`config.mk`:
```
export PLATFORM = sky130hd
export DESIGN_NAME = bcla_top
export DESIGN_NICKNAME = d
export VERILOG_FILES = /design/src/core/bcla_pkg.sv /design/src/core/bcla_top.sv
export SDC_FILE = /design/constraint.sdc
export NUM_CORES = 1
export LEC_CHECK = 0
export BUFFER_PORTS_ARGS = -buffer_cell sky130_fd_sc_hd__buf_2
export CORE_MARGIN = 5
export CORE_UTILIZATION = 25
export CTS_CLUSTER_SIZE = 25
export DETAILED_ROUTE_END_ITERATION = 16
export GPL_TIMING_DRIVEN = 0
export PLACE_DENSITY = 0.54
export SLEW_MARGIN = 30
export SYNTH_ARGS = -nofsm -noshare
export SYNTH_HDL_FRONTEND = slang
export SYNTH_SLANG_ARGS = --single-unit
```
`constraint.sdc`:
```
create_clock -name CLK_SYS_I -period 2.6 [get_ports CLK_SYS_I]
set_clock_uncertainty 0.15 [all_clocks]
set_input_delay 0.26 -clock CLK_SYS_I [delete_from_list [all_inputs] [get_ports CLK_SYS_I]]
set_output_delay 0.26 -clock CLK_SYS_I [all_outputs]
set_load 0.02 [all_outputs]
```
`src/core/bcla_pkg.sv`:
```
// Package for the boot configuration latch array: offsets, fields, defaults, types.
package bcla_pkg;

    // ------------------------------------------------------------
    // Register offsets
    // ------------------------------------------------------------
    localparam logic [1:0] OFS_PORT_LOW_RESET_DRIVE     = 2'h0;
    localparam logic [1:0] OFS_PORT_HIGH_RESET_DRIVE    = 2'h1;
    localparam logic [1:0] OFS_RESET_PIN_DEBUG_CTRL     = 2'h2;
    localparam logic [1:0] OFS_BOOT_CLOCK_ECC_DEBUG_CFG = 2'h3;
    localparam int         LATCH_BYTES                  = 4;

    // ------------------------------------------------------------
    // Field positions
    // ------------------------------------------------------------
    localparam int POS_P15_DRIVE        = 0;
    localparam int POS_DEBUG_ENABLE     = 6;
    localparam int POS_RESET_PIN_SELECT = 7;
    localparam int POS_BOOT_SPEED       = 0;
    localparam int POS_DEBUG_PORT       = 1;
    localparam int POS_ECC_ENABLE       = 3;
    localparam int POS_PHASE_DELAY      = 4;

    // ------------------------------------------------------------
    // Factory defaults
    // ------------------------------------------------------------
    localparam logic [7:0] RST_PORT_LOW_RESET_DRIVE     = 8'h00;
    localparam logic [7:0] RST_PORT_HIGH_RESET_DRIVE    = 8'h00;
    localparam logic [7:0] RST_RESET_PIN_DEBUG_CTRL     = 8'h40;
    localparam logic [7:0] RST_BOOT_CLOCK_ECC_DEBUG_CFG = 8'h0a;

    // ------------------------------------------------------------
    // Boot clock speeds in MHz
    // ------------------------------------------------------------
    localparam int BOOT_CLK_SLOW_MHZ = 12;
    localparam int BOOT_CLK_FAST_MHZ = 48;

    typedef enum logic [1:0] {
        BCLA_DRV_HIZ_ANALOG  = 2'b00,
        BCLA_DRV_HIZ_DIGITAL = 2'b01,
        BCLA_DRV_PULL_UP     = 2'b10,
        BCLA_DRV_PULL_DOWN   = 2'b11
    } bcla_drive_t;

    typedef enum logic [1:0] {
        BCLA_DBG_JTAG5 = 2'b00,
        BCLA_DBG_JTAG4 = 2'b01,
        BCLA_DBG_SWD   = 2'b10,
        BCLA_DBG_OFF   = 2'b11
    } bcla_dbg_port_t;

    typedef enum logic [1:0] {
        BCLA_ST_RESET = 2'b00,
        BCLA_ST_LOAD  = 2'b01,
        BCLA_ST_RUN   = 2'b10
    } bcla_state_t;

    typedef struct packed {
        logic [7:0] addr;
        logic [7:0] wdata;
        logic       wr;
        logic       rd;
    } bcla_bus_req_t;

    typedef struct packed {
        logic [1:0] drive_p15;
        logic [1:0] drive_p12;
        logic [1:0] drive_p6;
        logic [1:0] drive_p5;
        logic [1:0] drive_p4;
        logic [1:0] drive_p3;
        logic [1:0] drive_p2;
        logic [1:0] drive_p1;
        logic [1:0] drive_p0;
        logic       reset_pin_select;
        logic       debug_access_enable;
        logic [1:0] debug_port_select;
        logic       ecc_region_enable;
        logic       boot_clock_speed;
        logic [3:0] digital_clock_phase_delay;
    } bcla_cfg_t;

endpackage : bcla_pkg

```
`src/core/bcla_top.sv`:
```
// Boot configuration latch array: latch storage, register port and reset-time config load.
`timescale 1ns/1ps
// What this block does
// - Four latch bytes, zero to three, persistent.
// - Apply latch contents during reset sequence.
// - Drive codes: analog, digital, pull-up, pull-down.
// - One drive mode per whole port.
// - Byte layout of ports, debug, reset-pin.
// - Reset-pin select: 0 GPIO, 1 reset.
// - Debug enable: 1 allows, 0 blocks access.
// - Boot clock 12 MHz or 48 MHz.
// - Debug port: JTAG5, JTAG4, SWD, off.
// - ECC bit dedicates or frees flash region.
// - Four-bit digital clock phase delay field.
module bcla_top #(
    parameter logic       SMALL_PACKAGE = 1'b0,
    parameter logic [7:0] BYTE0_DEFAULT = bcla_pkg::RST_PORT_LOW_RESET_DRIVE,
    parameter logic [7:0] BYTE1_DEFAULT = bcla_pkg::RST_PORT_HIGH_RESET_DRIVE,
    parameter logic [7:0] BYTE3_DEFAULT = bcla_pkg::RST_BOOT_CLOCK_ECC_DEBUG_CFG
) (
    // Clock and reset
    input  wire logic       CLK_SYS_I,
    input  wire logic       RESETN_I,
    // Register port
    input  wire logic [7:0] ADDR_I,
    input  wire logic [7:0] WDATA_I,
    input  wire logic       WR_I,
    input  wire logic       RD_I,
    output logic      [7:0] RDATA_O,
    // Port reset drive modes
    output logic      [1:0] DRIVE_P0_O,
    output logic      [1:0] DRIVE_P1_O,
    output logic      [1:0] DRIVE_P2_O,
    output logic      [1:0] DRIVE_P3_O,
    output logic      [1:0] DRIVE_P4_O,
    output logic      [1:0] DRIVE_P5_O,
    output logic      [1:0] DRIVE_P6_O,
    output logic      [1:0] DRIVE_P12_O,
    output logic      [1:0] DRIVE_P15_O,
    // Reset pin, debug, clock and flash control
    output logic            RESET_PIN_SELECT_O,
    output logic            DEBUG_ACCESS_ENABLE_O,
    output logic      [1:0] DEBUG_PORT_SELECT_O,
    output logic            BOOT_CLOCK_FAST_O,
    output logic            ECC_REGION_ENABLE_O,
    output logic      [3:0] DIGITAL_CLOCK_PHASE_DELAY_O,
    output logic            CONFIG_VALID_O
);

    // ------------------------------------------------------------
    // Latch storage
    // ------------------------------------------------------------
    // Storage has no reset: nonvolatile contents must survive a system reset.
    // The initial values stand in for the factory programming.
    localparam logic [7:0] BYTE2_DEFAULT = bcla_pkg::RST_RESET_PIN_DEBUG_CTRL
                                         | {SMALL_PACKAGE, 7'h00};

    bcla_pkg::bcla_bus_req_t req;
    logic [7:0]              latch [bcla_pkg::LATCH_BYTES] = '{BYTE0_DEFAULT, BYTE1_DEFAULT,
                                                              BYTE2_DEFAULT, BYTE3_DEFAULT};
    logic [7:0]              next_latch [bcla_pkg::LATCH_BYTES];
    logic                    addr_hit;
    logic [1:0]              idx;

    assign req = '{addr: ADDR_I, wdata: WDATA_I, wr: WR_I, rd: RD_I};
    assign addr_hit = (req.addr[7:2] == 6'h00);
    assign idx = req.addr[1:0];

    always_comb begin
        for (int i = 0; i < bcla_pkg::LATCH_BYTES; i++) begin
            next_latch[i] = latch[i];
        end
        if (req.wr && addr_hit) begin
            // Each write wears the cells, so the block never writes on its own.
            next_latch[idx] = req.wdata;
        end
    end

    always_ff @(posedge CLK_SYS_I) begin
        for (int i = 0; i < bcla_pkg::LATCH_BYTES; i++) begin
            latch[i] <= next_latch[i];
        end
    end

    // ------------------------------------------------------------
    // Read path
    // ------------------------------------------------------------
    logic [7:0] rdata;
    logic [7:0] next_rdata;

    // Idle and unmapped cycles read zero, so a stale byte never leaks out.
    always_comb begin
        next_rdata = 8'h00;
        if (req.rd && addr_hit) begin
            next_rdata = latch[idx];
        end
    end

    always_ff @(posedge CLK_SYS_I) begin
        if (!RESETN_I) begin
            rdata <= 8'h00;
        end else begin
            rdata <= next_rdata;
        end
    end

    assign RDATA_O = rdata;

    // ------------------------------------------------------------
    // Load sequence
    // ------------------------------------------------------------
    // The decode is captured on the second edge after reset release, so a write in the
    // same cycle cannot tear the snapshot.
    bcla_pkg::bcla_state_t state;
    bcla_pkg::bcla_state_t next_state;
    bcla_pkg::bcla_cfg_t   cfg;
    bcla_pkg::bcla_cfg_t   next_cfg;
    logic                  valid;
    logic                  next_valid;

    always_comb begin
        next_state = state;
        next_cfg   = cfg;
        next_valid = valid;
        unique case (state)
            bcla_pkg::BCLA_ST_RESET: begin
                next_state = bcla_pkg::BCLA_ST_LOAD;
            end
            bcla_pkg::BCLA_ST_LOAD: begin
                // Each two-bit code covers all pins of its port.
                next_cfg.drive_p0  = latch[0][1:0];
                next_cfg.drive_p1  = latch[0][3:2];
                next_cfg.drive_p2  = latch[0][5:4];
                next_cfg.drive_p3  = latch[0][7:6];
                next_cfg.drive_p4  = latch[1][1:0];
                next_cfg.drive_p5  = latch[1][3:2];
                next_cfg.drive_p6  = latch[1][5:4];
                next_cfg.drive_p12 = latch[1][7:6];
                next_cfg.drive_p15 = latch[2][bcla_pkg::POS_P15_DRIVE +: 2];
                next_cfg.reset_pin_select =
                    latch[2][bcla_pkg::POS_RESET_PIN_SELECT];
                next_cfg.debug_access_enable =
                    latch[2][bcla_pkg::POS_DEBUG_ENABLE];
                next_cfg.boot_clock_speed =
                    latch[3][bcla_pkg::POS_BOOT_SPEED];
                next_cfg.debug_port_select =
                    latch[3][bcla_pkg::POS_DEBUG_PORT +: 2];
                next_cfg.ecc_region_enable =
                    latch[3][bcla_pkg::POS_ECC_ENABLE];
                next_cfg.digital_clock_phase_delay =
                    latch[3][bcla_pkg::POS_PHASE_DELAY +: 4];
                next_valid = 1'b1;
                next_state = bcla_pkg::BCLA_ST_RUN;
            end
            bcla_pkg::BCLA_ST_RUN: begin
                next_state = bcla_pkg::BCLA_ST_RUN;
            end
            default: begin
                next_state = bcla_pkg::BCLA_ST_RESET;
            end
        endcase
    end

    always_ff @(posedge CLK_SYS_I) begin
        if (!RESETN_I) begin
            state <= bcla_pkg::BCLA_ST_RESET;
            // Reset values keep debug shut and ports floating until the snapshot lands.
            cfg   <= '{drive_p0:                  2'h0,
                       drive_p1:                  2'h0,
                       drive_p2:                  2'h0,
                       drive_p3:                  2'h0,
                       drive_p4:                  2'h0,
                       drive_p5:                  2'h0,
                       drive_p6:                  2'h0,
                       drive_p12:                 2'h0,
                       drive_p15:                 2'h0,
                       reset_pin_select:          1'b0,
                       debug_access_enable:       1'b0,
                       debug_port_select:         2'h3,
                       ecc_region_enable:         1'b1,
                       boot_clock_speed:          1'b0,
                       digital_clock_phase_delay: 4'h0};
            valid <= 1'b0;
        end else begin
            state <= next_state;
            cfg   <= next_cfg;
            valid <= next_valid;
        end
    end

    assign DRIVE_P0_O                  = cfg.drive_p0;
    assign DRIVE_P1_O                  = cfg.drive_p1;
    assign DRIVE_P2_O                  = cfg.drive_p2;
    assign DRIVE_P3_O                  = cfg.drive_p3;
    assign DRIVE_P4_O                  = cfg.drive_p4;
    assign DRIVE_P5_O                  = cfg.drive_p5;
    assign DRIVE_P6_O                  = cfg.drive_p6;
    assign DRIVE_P12_O                 = cfg.drive_p12;
    assign DRIVE_P15_O                 = cfg.drive_p15;
    assign RESET_PIN_SELECT_O          = cfg.reset_pin_select;
    assign DEBUG_ACCESS_ENABLE_O       = cfg.debug_access_enable;
    assign DEBUG_PORT_SELECT_O         = cfg.debug_port_select;
    assign BOOT_CLOCK_FAST_O           = cfg.boot_clock_speed;
    assign ECC_REGION_ENABLE_O         = cfg.ecc_region_enable;
    assign DIGITAL_CLOCK_PHASE_DELAY_O = cfg.digital_clock_phase_delay;
    assign CONFIG_VALID_O              = valid;

    // ------------------------------------------------------------
    // Checks
    // ------------------------------------------------------------
    AST_READ_DATA: assert property (@(posedge CLK_SYS_I) disable iff (!RESETN_I)
        RD_I && ADDR_I[7:2] == 6'h00 && !$past(!RESETN_I)
        |=> RDATA_O == $past(latch[ADDR_I[1:0]]))
        else $error("Read data does not match latch byte.");

    AST_VALID_TIMING: assert property (@(posedge CLK_SYS_I)
        $rose(RESETN_I) |-> !CONFIG_VALID_O ##1 !CONFIG_VALID_O ##1 CONFIG_VALID_O)
        else $error("Configuration not applied two edges after release.");

    AST_P0_DRIVE: assert property (@(posedge CLK_SYS_I) disable iff (!RESETN_I)
        state == bcla_pkg::BCLA_ST_LOAD |=> DRIVE_P0_O == $past(latch[0][1:0]))
        else $error("Port 0 drive mode mismatch.");

    AST_P12_DRIVE: assert property (@(posedge CLK_SYS_I) disable iff (!RESETN_I)
        state == bcla_pkg::BCLA_ST_LOAD |=> DRIVE_P12_O == $past(latch[1][7:6])
            && DRIVE_P15_O == $past(latch[2][1:0]))
        else $error("Port 12 or 15 drive mode mismatch.");

    AST_RESET_PIN: assert property (@(posedge CLK_SYS_I) disable iff (!RESETN_I)
        state == bcla_pkg::BCLA_ST_LOAD |=> RESET_PIN_SELECT_O == $past(latch[2][7]))
        else $error("Reset pin select mismatch.");

    AST_DEBUG_EN: assert property (@(posedge CLK_SYS_I) disable iff (!RESETN_I)
        state == bcla_pkg::BCLA_ST_LOAD |=> DEBUG_ACCESS_ENABLE_O == $past(latch[2][6]))
        else $error("Debug enable mismatch.");

    AST_BYTE3: assert property (@(posedge CLK_SYS_I) disable iff (!RESETN_I)
        state == bcla_pkg::BCLA_ST_LOAD |=> {DIGITAL_CLOCK_PHASE_DELAY_O, ECC_REGION_ENABLE_O,
            DEBUG_PORT_SELECT_O, BOOT_CLOCK_FAST_O} == $past(latch[3]))
        else $error("Byte 3 decode mismatch.");

    AST_HOLD: assert property (@(posedge CLK_SYS_I) disable iff (!RESETN_I)
        CONFIG_VALID_O ##1 CONFIG_VALID_O |-> $stable(cfg))
        else $error("Configuration changed after load.");

    // ------------------------------------------------------------
    // Check helpers
    // ------------------------------------------------------------
    // A small counter marks the load point, so no check needs a long delay.
    // It saturates at three; nothing in the block is timed beyond the load.
    logic [1:0] since_release;
    logic [1:0] next_since_release;

    always_comb begin
        next_since_release = since_release;
        if (since_release != 2'h3) begin
            next_since_release = since_release + 2'h1;
        end
    end

    always_ff @(posedge CLK_SYS_I) begin
        if (!RESETN_I) begin
            since_release <= 2'h0;
        end else begin
            since_release <= next_since_release;
        end
    end

    // ------------------------------------------------------------
    // Register port checks
    // ------------------------------------------------------------
    // Storage checks run through reset too, since the latches ignore it.
    AST_WRITE_LANDS: assert property (@(posedge CLK_SYS_I)
        WR_I && ADDR_I[7:2] == 6'h00 |=> latch[$past(ADDR_I[1:0])] == $past(WDATA_I))
        else $error("Mapped write did not land in its latch byte.");

    AST_WRITE_UNMAPPED: assert property (@(posedge CLK_SYS_I)
        WR_I && ADDR_I[7:2] != 6'h00 |=> latch[0] == $past(latch[0])
            && latch[1] == $past(latch[1]) && latch[2] == $past(latch[2])
            && latch[3] == $past(latch[3]))
        else $error("Unmapped write changed a latch byte.");

    AST_READ_IDLE: assert property (@(posedge CLK_SYS_I) disable iff (!RESETN_I)
        !RD_I |=> RDATA_O == 8'h00)
        else $error("Read data not zero after an idle cycle.");

    AST_READ_UNMAPPED: assert property (@(posedge CLK_SYS_I) disable iff (!RESETN_I)
        RD_I && ADDR_I[7:2] != 6'h00 |=> RDATA_O == 8'h00)
        else $error("Unmapped read returned nonzero data.");

    // ------------------------------------------------------------
    // Load point checks
    // ------------------------------------------------------------
    AST_RESET_OUTPUTS: assert property (@(posedge CLK_SYS_I)
        !RESETN_I |=> !CONFIG_VALID_O && DEBUG_PORT_SELECT_O == 2'h3 && ECC_REGION_ENABLE_O
            && !DEBUG_ACCESS_ENABLE_O && DRIVE_P0_O == 2'h0 && RDATA_O == 8'h00)
        else $error("Outputs not at their reset values.");

    AST_VALID_LEVEL: assert property (@(posedge CLK_SYS_I) disable iff (!RESETN_I)
        CONFIG_VALID_O == (since_release >= 2'h2))
        else $error("Valid flag does not follow the load point.");

    AST_LOAD_POINT: assert property (@(posedge CLK_SYS_I) disable iff (!RESETN_I)
        (state == bcla_pkg::BCLA_ST_LOAD) == (since_release == 2'h1))
        else $error("Snapshot not taken exactly once after release.");

    AST_VALID_STAYS: assert property (@(posedge CLK_SYS_I) disable iff (!RESETN_I)
        CONFIG_VALID_O |=> CONFIG_VALID_O)
        else $error("Valid flag dropped without a reset.");

    AST_STATE_LEGAL: assert property (@(posedge CLK_SYS_I) disable iff (!RESETN_I)
        state inside {bcla_pkg::BCLA_ST_RESET, bcla_pkg::BCLA_ST_LOAD, bcla_pkg::BCLA_ST_RUN})
        else $error("Load sequencer in an illegal state.");

    // ------------------------------------------------------------
    // Decode checks
    // ------------------------------------------------------------
    // One two-bit code per port; a per-pin mode cannot exist in this decode.
    AST_P1_P3: assert property (@(posedge CLK_SYS_I) disable iff (!RESETN_I)
        state == bcla_pkg::BCLA_ST_LOAD |=> {DRIVE_P3_O, DRIVE_P2_O, DRIVE_P1_O} == $past(latch[0][7:2]))
        else $error("Ports 1 to 3 drive mode mismatch.");

    AST_P4_P6: assert property (@(posedge CLK_SYS_I) disable iff (!RESETN_I)
        state == bcla_pkg::BCLA_ST_LOAD |=> {DRIVE_P6_O, DRIVE_P5_O, DRIVE_P4_O} == $past(latch[1][5:0]))
        else $error("Ports 4 to 6 drive mode mismatch.");

    AST_BOOT_SPEED: assert property (@(posedge CLK_SYS_I) disable iff (!RESETN_I)
        state == bcla_pkg::BCLA_ST_LOAD |=> BOOT_CLOCK_FAST_O == $past(latch[3][0]))
        else $error("Boot clock speed mismatch.");

    AST_ECC: assert property (@(posedge CLK_SYS_I) disable iff (!RESETN_I)
        state == bcla_pkg::BCLA_ST_LOAD |=> ECC_REGION_ENABLE_O == $past(latch[3][3]))
        else $error("ECC region enable mismatch.");

    AST_PHASE: assert property (@(posedge CLK_SYS_I) disable iff (!RESETN_I)
        state == bcla_pkg::BCLA_ST_LOAD |=> DIGITAL_CLOCK_PHASE_DELAY_O == $past(latch[3][7:4]))
        else $error("Phase delay code mismatch.");

endmodule : bcla_top

```
==> run_results.csv, run 1 <==
group,metric,value,unit
setup_path,critPathLaunchType,"input pin",
floorplanning,die_y,113,um
clock_tree,cts_buffers,9,
synth,synth_fa_ha_area_share,1.41,%
detailed_routing,drcViolationCount,0,
min_path,hold_path.class,"in2reg",
layout,drive_gt1_share,30.6,%
detailed_routing,drt-total-wl,6180,um
synth,synthTopCellsByArea,"edfxtp_1 36%, dfxtp_1 29%, mux2i_1 11%",
synth,syn_avg_cell_area,15.5,um^2
pwr,ir_drop,0.000401,V
synth,ys_seq_elements,71,
synth,yosys.area_share.xor_xnor,0,%
flow_run,cap_violations,0,
clock_tree,path_clk_slew,0.07,ns
synth,yosys-top-cells-count,"39 x dfxtp_1, 32 x edfxtp_1, 28 x mux2i_1",
synth,synth-async-reset-ratio,0,%
setup_path,cp.required,2.43,ns
place,globalplace.congestion,0.693,
synth,synth_edf_count,32,
place,dp_hpwl,4270,um
synth,synth_top_family_by_area,"multiplexers",
synth,syn-instance-count,172,
detailed_routing,top_layer_used,"met4",
detailed_routing,vias,1611,
sta,timing.hold.ws,0.103,ns
floorplanning,start_util,25.6,%
detailed_routing,met1_length,2720,um
layout,syn2layout_area_growth,26.3,%
sta,worst_slew_pin_slew,0.532,ns
detailed_routing,wl_met2,2920,um
run_status,status,"finished, final reports clean",
synth,synth_nets,195,
synth,synth_area_leader_cell,"edfxtp_1",
detailed_routing,wl_per_cell,15.9,um
pwr,p_leak,1.32,nW
floorplanning,fp.dieArea,0.0128,mm^2
setup_path,cp_max_fo,10,
sta,max_slew_margin,64.2,%
clock_tree,cts_max_path_buffers,2,
place,portBuffers,56,
floorplanning,core,0.0104,mm^2
synth,synthMostInstantiatedCell,"dfxtp_1",
setup_path,critPathArrivalTime,1.84,ns
clock_tree,cts_tree,"done",
synth,netlist_area,0.00266,mm^2
grt,grt_antenna_before_repair,0,
sta,finalHoldViolations,0,
sta,setup_viol,0,
clock_tree,cts_resized,0,
clock_tree,hold_buffers,8,
grt,grt_pass1_wl,9210,um
grt,grt-ovfl-total,0,
synth,yosys.cell_types.count,21,
synth,synth-simple-area-share,12.4,%
grt,grt_pass1_vias,1649,
detailed_routing,dr.pass1.iters,4,
grt,track_usage,9.78,%
grt,grt_max_degree,12,
floorplanning,die_w,113,um
detailed_routing,ant_nets,0,
synth,ys.flop_type,"dfxtp_1",
pwr,powerDensity,811,mW/mm^2
synth,yosys_warnings,0,
setup_path,worstSetupEndpointType,"register",
clock_tree,cts.sinks,71,
sta,final_min_period_over_clock_period,77.5,%
clock_tree,cts_root_buf,"clkbuf_8",
floorplanning,ios,57,
sta,fmaxAchievable,496,MHz
floorplanning,rows,37,
detailed_routing,avgViaCountPerCell,4.15,
clock_tree,clock_latency,0.34,ns
synth,synthMuxAreaShare,17.9,%
sta,worst_slack,0.584,ns
setup_path,crit_type,"in2reg",
clock_tree,cts.htree.levels,3,
sta,rsz0062_at_grt,"false",
sta,slew_viol_final,0,
pwr,total_power,2.72,mW
detailed_routing,wl_met3,505,um
sta,tns,0,ns
synth,seq_area_frac_synth,65.5,%
layout,diodes,0,
layout,final_net_count,270,
synth,synth_top_area_share,36.1,%
layout,post-route-util,32.4,%
place,place_ws,0.187,ns
synth,synth_compound_gate_area_share,0.282,%
sta,period_needed,2.02,ns
clock_tree,cts_setup_buffers,0,
layout,n_fill_cell,1086,
detailed_routing,drt-initial-drc-count,57,
## path summary, 6_finish.rpt
check                 start                      to  slack, ns  cells past startpoint
max               ADDR_I[5]             latch[1][2]       0.58                      4
min                RESETN_I                state[0]       0.10                      2
max reg2reg        state[1]  DEBUG_PORT_SELECT_O[0]       0.88                      6
min reg2reg  CONFIG_VALID_O          CONFIG_VALID_O       0.30                      1
## kinds of logic after synthesis
family / Yosys count
and+or+nand+nor: 49
AOI/OAI and AO/OA: 1
buffers and inverters: 12
muxes: 36
DFF: 71
adders and majority gates: 3
## layout by cell type, fill, tap and decap left out
cell,count
and2_1,1
and2b_1,1
clkbuf_8,10
buf_2,58
mux4_2,4
nand2_1,3
ha_1,3
clkinv_1,1
buf_4,1
mux4_1,4
dfxtp_1,39
inv_1,2
o21a_1,1
nor2b_1,26
and4_1,12
and3b_1,2
clkinvlp_4,2
dlygate4sd3_1,8
nor2_1,2
edfxtp_1,32
nor4_1,1
clkbuf_1,8
buf_6,2
mux2i_1,28
and2_0,1
## power by group
| group | internal, mW | switching [mW] | total [mW] |
|---|---|---|---|
| Combinational | 0.276 | 0.370 | 0.647 |
| Sequential | 1.27 | 0.0535 | 1.32 |
| Clock | 0.370 | 0.383 | 0.753 |
## through the flow
| stage | cell area, um^2 | cells |
|---|---|---|
| after floorplan | 2660 | 172 |
| after global placement | 3110 | 364 |
| after detailed placement | 3110 | 364 |
| after CTS | 3360 | 388 |
| after global routing | 3360 | 388 |
| final | 3360 | 388 |
## area by class of cell
cell class	count	area (um^2)	share of cell area (%)
clock inverters	3	18.8	0.559
clock buffers	13	149	4.44
multi-input cells	89	851	25.3
inverters	2	7.51	0.224
plain buffers	10	58.8	1.75
well taps	136	170	5.07
flip-flops and latches	71	1740	51.9
repair buffers	64	360	10.7
## critical path: stages
cell	delay, ns
buf_2	0.10
nor4_1	0.50
clkbuf_1	0.39
and4_1	0.59
## registers in the layout (all words and copies together) (netlist names), 2 cells and up
signal and flops:
DEBUG_PORT_SELECT_O 2, DIGITAL_CLOCK_PHASE_DELAY_O 4, DRIVE_P0_O 2, DRIVE_P12_O 2, DRIVE_P15_O 2, DRIVE_P1_O 2
DRIVE_P2_O 2, DRIVE_P3_O 2, DRIVE_P4_O 2, DRIVE_P5_O 2, DRIVE_P6_O 2, RDATA_O 8
latch 32, state 2
## layer usage
layer  track usage, %  vias up
met5                0        -
met4             2.40        0
met3             4.33        4
met2             15.3       59
met1             12.4      763
li1                 -      785
No activity file was read; power rests on OpenSTA's default activity.
==> run 2, diff against run 1 <==
- PLACE_DENSITY: 0.54 -> 0.55
- clock period: 2.6 -> 1.7 ns (I/O delays scaled with it)
==> run 2 against run 1 <==
  * Non-clock buffer count did not move
  * Worst hold slack improved by 0.15 ns
  * Critical endpoint is now latch[2][3]
  * Sequential cell count did not move
  * Wire length fell by 1.3%
  * Final cell count did not move
==> run_results.csv, run 2 (same netlist as run 1, synthesis figures left out) <==
group,metric,value,unit
min_path,hold_path.class,"in2reg",
clock_tree,cts_root_buf,"clkbuf_8",
detailed_routing,drcViolationCount,0,
grt,track_usage,9.97,%
clock_tree,cts.htree.levels,3,
grt,grt_max_degree,12,
sta,finalHoldViolations,0,
detailed_routing,avgViaCountPerCell,4.07,
place,place_ws,-0.688,ns
sta,worst_slew_pin_slew,0.495,ns
layout,post-route-util,32.9,%
place,globalplace.congestion,0.689,
layout,syn2layout_area_growth,28.2,%
clock_tree,cts_buffers,9,
grt,grt_antenna_before_repair,0,
floorplanning,die_w,113,um
clock_tree,cts_setup_buffers,0,
layout,diodes,0,
setup_path,critPathSlowestCell,"and4_2",
floorplanning,rows,37,
place,dp_hpwl,4300,um
setup_path,critPathLaunchType,"input pin",
sta,timing.hold.ws,0.250,ns
setup_path,worstPathCellList,"buf_2 -> nor4_2 -> clkbuf_2 -> and4_2",
pwr,powerDensity,1290,mW/mm^2
grt,grt_pass1_vias,1704,
layout,regMostFlops,"latch",
sta,period_needed,1.59,ns
pwr,ir_drop,0.000667,V
sta,tns,0,ns
clock_tree,cts_max_path_buffers,2,
layout,layoutNonFillerInstCount,388,
layout,drive_gt1_share,31.7,%
clock_tree,cts_tree,"done",
place,place_area,0.00311,mm^2
floorplanning,start_util,25.6,%
floorplanning,die_y,113,um
sta,fmaxAchievable,630,MHz
setup_path,critPathArrivalTime,1.45,ns
detailed_routing,wl_per_cell,15.7,um
clock_tree,clock_latency,0.33,ns
detailed_routing,met1_length,2760,um
clock_tree,cts.sinks,71,
layout,largest_reg_flops,32,
sta,rsz0062_at_grt,"false",
sta,setup_viol,0,
floorplanning,fp.dieArea,0.0128,mm^2
floorplanning,core,0.0104,mm^2
flow_run,cap_violations,0,
detailed_routing,drt-total-wl,6100,um
detailed_routing,ant_nets,0,
setup_path,cp_slowest_stage_delay,0.44,ns
layout,design_area,0.00341,mm^2
detailed_routing,wl_met2,2910,um
setup_path,crit_type,"in2reg",
sta,max_slew_margin,67.0,%
pwr,p_leak,1.35,nW
detailed_routing,dr.pass1.iters,4,
layout,final_net_count,270,
pwr,total_power,4.38,mW
setup_path,cp.required,1.56,ns
clock_tree,path_clk_slew,0.07,ns
place,dp_cells,364,
grt,grt_pass1_wl,9470,um
setup_path,worstSetupEndpointType,"register",
run_status,status,"finished, final reports clean",
layout,n_fill_cell,1071,
place,portBuffers,56,
sta,final_min_period_over_clock_period,93.3,%
floorplanning,ios,57,
layout,mostFrequentLayoutCells,"57 x buf_2, 39 x dfxtp_1, 32 x edfxtp_1",
sta,slew_viol_final,0,
detailed_routing,wl_met3,403,um
detailed_routing,top_layer_used,"met4",
detailed_routing,vias,1580,
setup_path,cp_max_fo,10,
sta,worst_slack,0.114,ns
detailed_routing,drt-initial-drc-count,61,
grt,grt-ovfl-total,0,
layout,layout_commonest_cell,"buf_2",
run 2: cell types whose count changed in the layout (fill, tap and decap cells not counted), moves of 2 or more:
cell        change
and4_2          +2
clkbuf_1        -2
clkinvlp_4      -2
bufinv_16       +2
and4_1          -2
run 2: final timing paths:
path / cells past startpoint / endpoint / slack, ns / from
hold / removal: 3 / RDATA_O[0] / 0.25 / ADDR_I[0]
hold reg to reg: 1 / CONFIG_VALID_O / 0.30 / CONFIG_VALID_O
setup / recovery: 4 / latch[2][3] / 0.11 / ADDR_I[5]
setup reg to reg: 4 / DEBUG_PORT_SELECT_O[0] / 0.24 / state[0]
run 2: repair_timing:
action / CTS / global route
endpoints found under the hold margin: 33 / 0
gates resized for setup: 5 / 0
pin swaps: 0 / 0
setup endpoints to repair: 19 / 1
hold buffers: 9 / 0
run 2: worst max-delay path, delay by kind of cell:
kind,cells,cell delay (ns)
buffers and inverters,2,0.42
and+or+nand+nor,2,0.85
run 2: routing by layer:
layer	vias to the layer above	GRT usage [%]
li1	782	-
met1	752	12.6
met2	44	15.6
met3	2	4.55
met4	0	2.40
met5	-	0
run 2: area by class of cell:
type	instances	area [um^2]	area share (%)
clock inverters	5	72.6	2.13
flip-flops and latches	71	1740	51.1
multi-input cells	89	860	25.2
repair buffers	65	370	10.9
well taps	136	170	4.99
plain buffers	9	55.1	1.62
inverters	2	7.51	0.220
clock buffers	11	131	3.85
run 2: where the power goes:
part / switching, mW / internal (mW)
Clock: 0.575 / 0.815
Combinational: 0.552 / 0.418
Sequential: 0.0799 / 1.94
Total: 1.21 / 3.18
==> run 3, diff against run 2 <==
- BUFFER_PORTS_ARGS: -buffer_cell sky130_fd_sc_hd__buf_2 -> -buffer_cell sky130_fd_sc_hd__clkbuf_2
- PLACE_DENSITY: 0.55 -> 0.5
==> run 3 against run 2 <==
  * Die area is the same
  * Worst hold slack worse by 0.033 ns
  * Fmax fell by 2.2%
  * Via count rose by 2.3%
  * Non-clock buffer count is 1 higher
  * Utilization barely moved
  * Register-to-register slack worse by 0.16 ns
  * Clock power down 4%
  * Largest cell class unchanged
  * Final cell count up 0.26%
  * Total power is 0.44% lower
  * Critical path type is now reg2reg
  * Count of clock-buffer cells in the layout down 1
==> run_results.csv, run 3 (same netlist as run 1, synthesis figures left out) <==
group,metric,value,unit
place,portBuffers,56,
sta,worst_slack,0.0789,ns
detailed_routing,drt-total-wl,6230,um
layout,design_area,0.00341,mm^2
place,dp_hpwl,4340,um
place,place_area,0.00311,mm^2
detailed_routing,drcViolationCount,0,
setup_path,critPathLaunchType,"register",
layout,layoutNonFillerInstCount,389,
setup_path,path_common_cell,"buf_4",
setup_path,critPathArrivalTime,1.70,ns
sta,slew_viol_final,0,
sta,fmaxAchievable,617,MHz
floorplanning,core,0.0104,mm^2
clock_tree,cts_root_buf,"clkbuf_8",
setup_path,cp_slowest_stage_delay,0.37,ns
layout,regMostFlops,"latch",
floorplanning,start_util,25.6,%
sta,max_slew_margin,65.6,%
grt,track_usage,10.3,%
clock_tree,cts_setup_buffers,0,
place,globalplace.congestion,0.709,
detailed_routing,vias,1616,
setup_path,worstPathCellList,"ha_1 -> buf_4 -> buf_4 -> mux2i_1 -> nand2_1",
layout,largest_reg_flops,32,
setup_path,cp_max_fo,10,
sta,finalHoldViolations,0,
place,place_ws,-0.573,ns
flow_run,cap_violations,0,
layout,seq_area,0.00174,mm^2
floorplanning,ios,57,
sta,tns,0,ns
min_path,hold_path.class,"in2reg",
detailed_routing,wl_per_cell,16.0,um
detailed_routing,dr.pass1.iters,4,
setup_path,cp.required,1.78,ns
layout,drive_gt1_share,33.2,%
sta,final_min_period_over_clock_period,95.4,%
sta,rsz0062_at_grt,"false",
grt,grt_pass1_vias,1711,
layout,syn2layout_area_growth,28.2,%
pwr,powerDensity,1280,mW/mm^2
detailed_routing,avgViaCountPerCell,4.15,
setup_path,worstSetupEndpointType,"register",
setup_path,critPathBufInv,2,
clock_tree,cts_buffers,9,
floorplanning,rows,37,
layout,multi_input_area,860,um^2
grt,grt_antenna_before_repair,0,
setup_path,cpLargestDelayFamily,"buffers and inverters",
run_status,status,"finished, final reports clean",
place,dp_cells,364,
detailed_routing,ant_nets,0,
floorplanning,die_y,113,um
layout,mostFrequentLayoutCells,"57 x clkbuf_2, 39 x dfxtp_1, 32 x edfxtp_1",
clock_tree,cts_tree,"done",
grt,grt_max_degree,13,
setup_path,critPathSlowestCell,"dfxtp_1",
clock_tree,cts.htree.levels,3,
floorplanning,die_w,113,um
floorplanning,fp.dieArea,0.0128,mm^2
sta,worst_slew_pin_slew,0.516,ns
setup_path,crit_type,"reg2reg",
pwr,p_leak,1.33,nW
grt,grt-ovfl-total,0,
layout,diodes,0,
pwr,ir_drop,0.000485,V
layout,n_fill_cell,1066,
layout,layout_commonest_cell,"clkbuf_2",
detailed_routing,drt-initial-drc-count,52,
clock_tree,path_clk_slew,0.07,ns
grt,grt_pass1_wl,9580,um
sta,period_needed,1.62,ns
sta,setup_viol,0,
clock_tree,clock_latency,0.35,ns
clock_tree,cts.sinks,71,
layout,final_net_count,271,
clock_tree,cts_max_path_buffers,2,
[run 3: changes by cell type in the layout (fill, tap and decap cells not counted), sizes merged]
cell and change:
clkbuf +55, clkinvlp +1, clkinv +1, buf -55
bufinv -1
[run 3: final cells by class]
cell class                      count  area share [%]
Sequential cell                    71            51.1
Multi-Input combinational cell     89            25.2
Timing Repair Buffer               65            10.9
Tap cell                          136            4.99
Clock buffer                       10            4.04
Buffer                             10            1.83
Clock inverter                      6            1.76
Inverter                            2           0.220
[run 3: worst paths after layout]
path | start | to | slack [ns] | cells after the start
hold / removal | ADDR_I[6] | RDATA_O[7] | 0.22 | 4
hold reg to reg | CONFIG_VALID_O | CONFIG_VALID_O | 0.31 | 1
setup / recovery | state[0] | DEBUG_PORT_SELECT_O[1] | 0.08 | 5
setup reg to reg | state[0] | DEBUG_PORT_SELECT_O[1] | 0.08 | 5
[run 3: per-stage QoR]
stage / total power [mW] / hold slack, ns / utilization [%]
floorplan: 2.74 / 0.119 / -
global placement: 3.04 / 0.245 / 30.0
detailed placement: 3.06 / 0.242 / 30.0
CTS: 4.42 / 0.240 / 32.9
global route: 4.59 / 0.228 / 32.9
finish: 4.36 / 0.217 / 32.9
[run 3: timing repair]
action,CTS,global route
gates resized for setup,4,2
setup endpoints to repair,21,8
hold endpoints to repair,33,0
hold buffers,9,0
[run 3: worst min-delay path: stages]
cell and delay, ns:
clkbuf_2 0.09, nor4_2 0.05, clkbuf_2 0.17, and4_1 0.20
[run 3: metal layers]
metal  global-route usage, %  vias to the layer above  wire length (um)
li1                        -                      785                 -
met1                    12.9                      756              2900
met2                    16.1                       66              2830
met4                    2.64                        0                76
met5                       0                        -                 0
met3                    4.71                        9               428
[run 3: report_power, final]
group	switching (mW)	internal, mW
registers	0.0879	1.94
clock network	0.635	0.709
logic	0.564	0.425
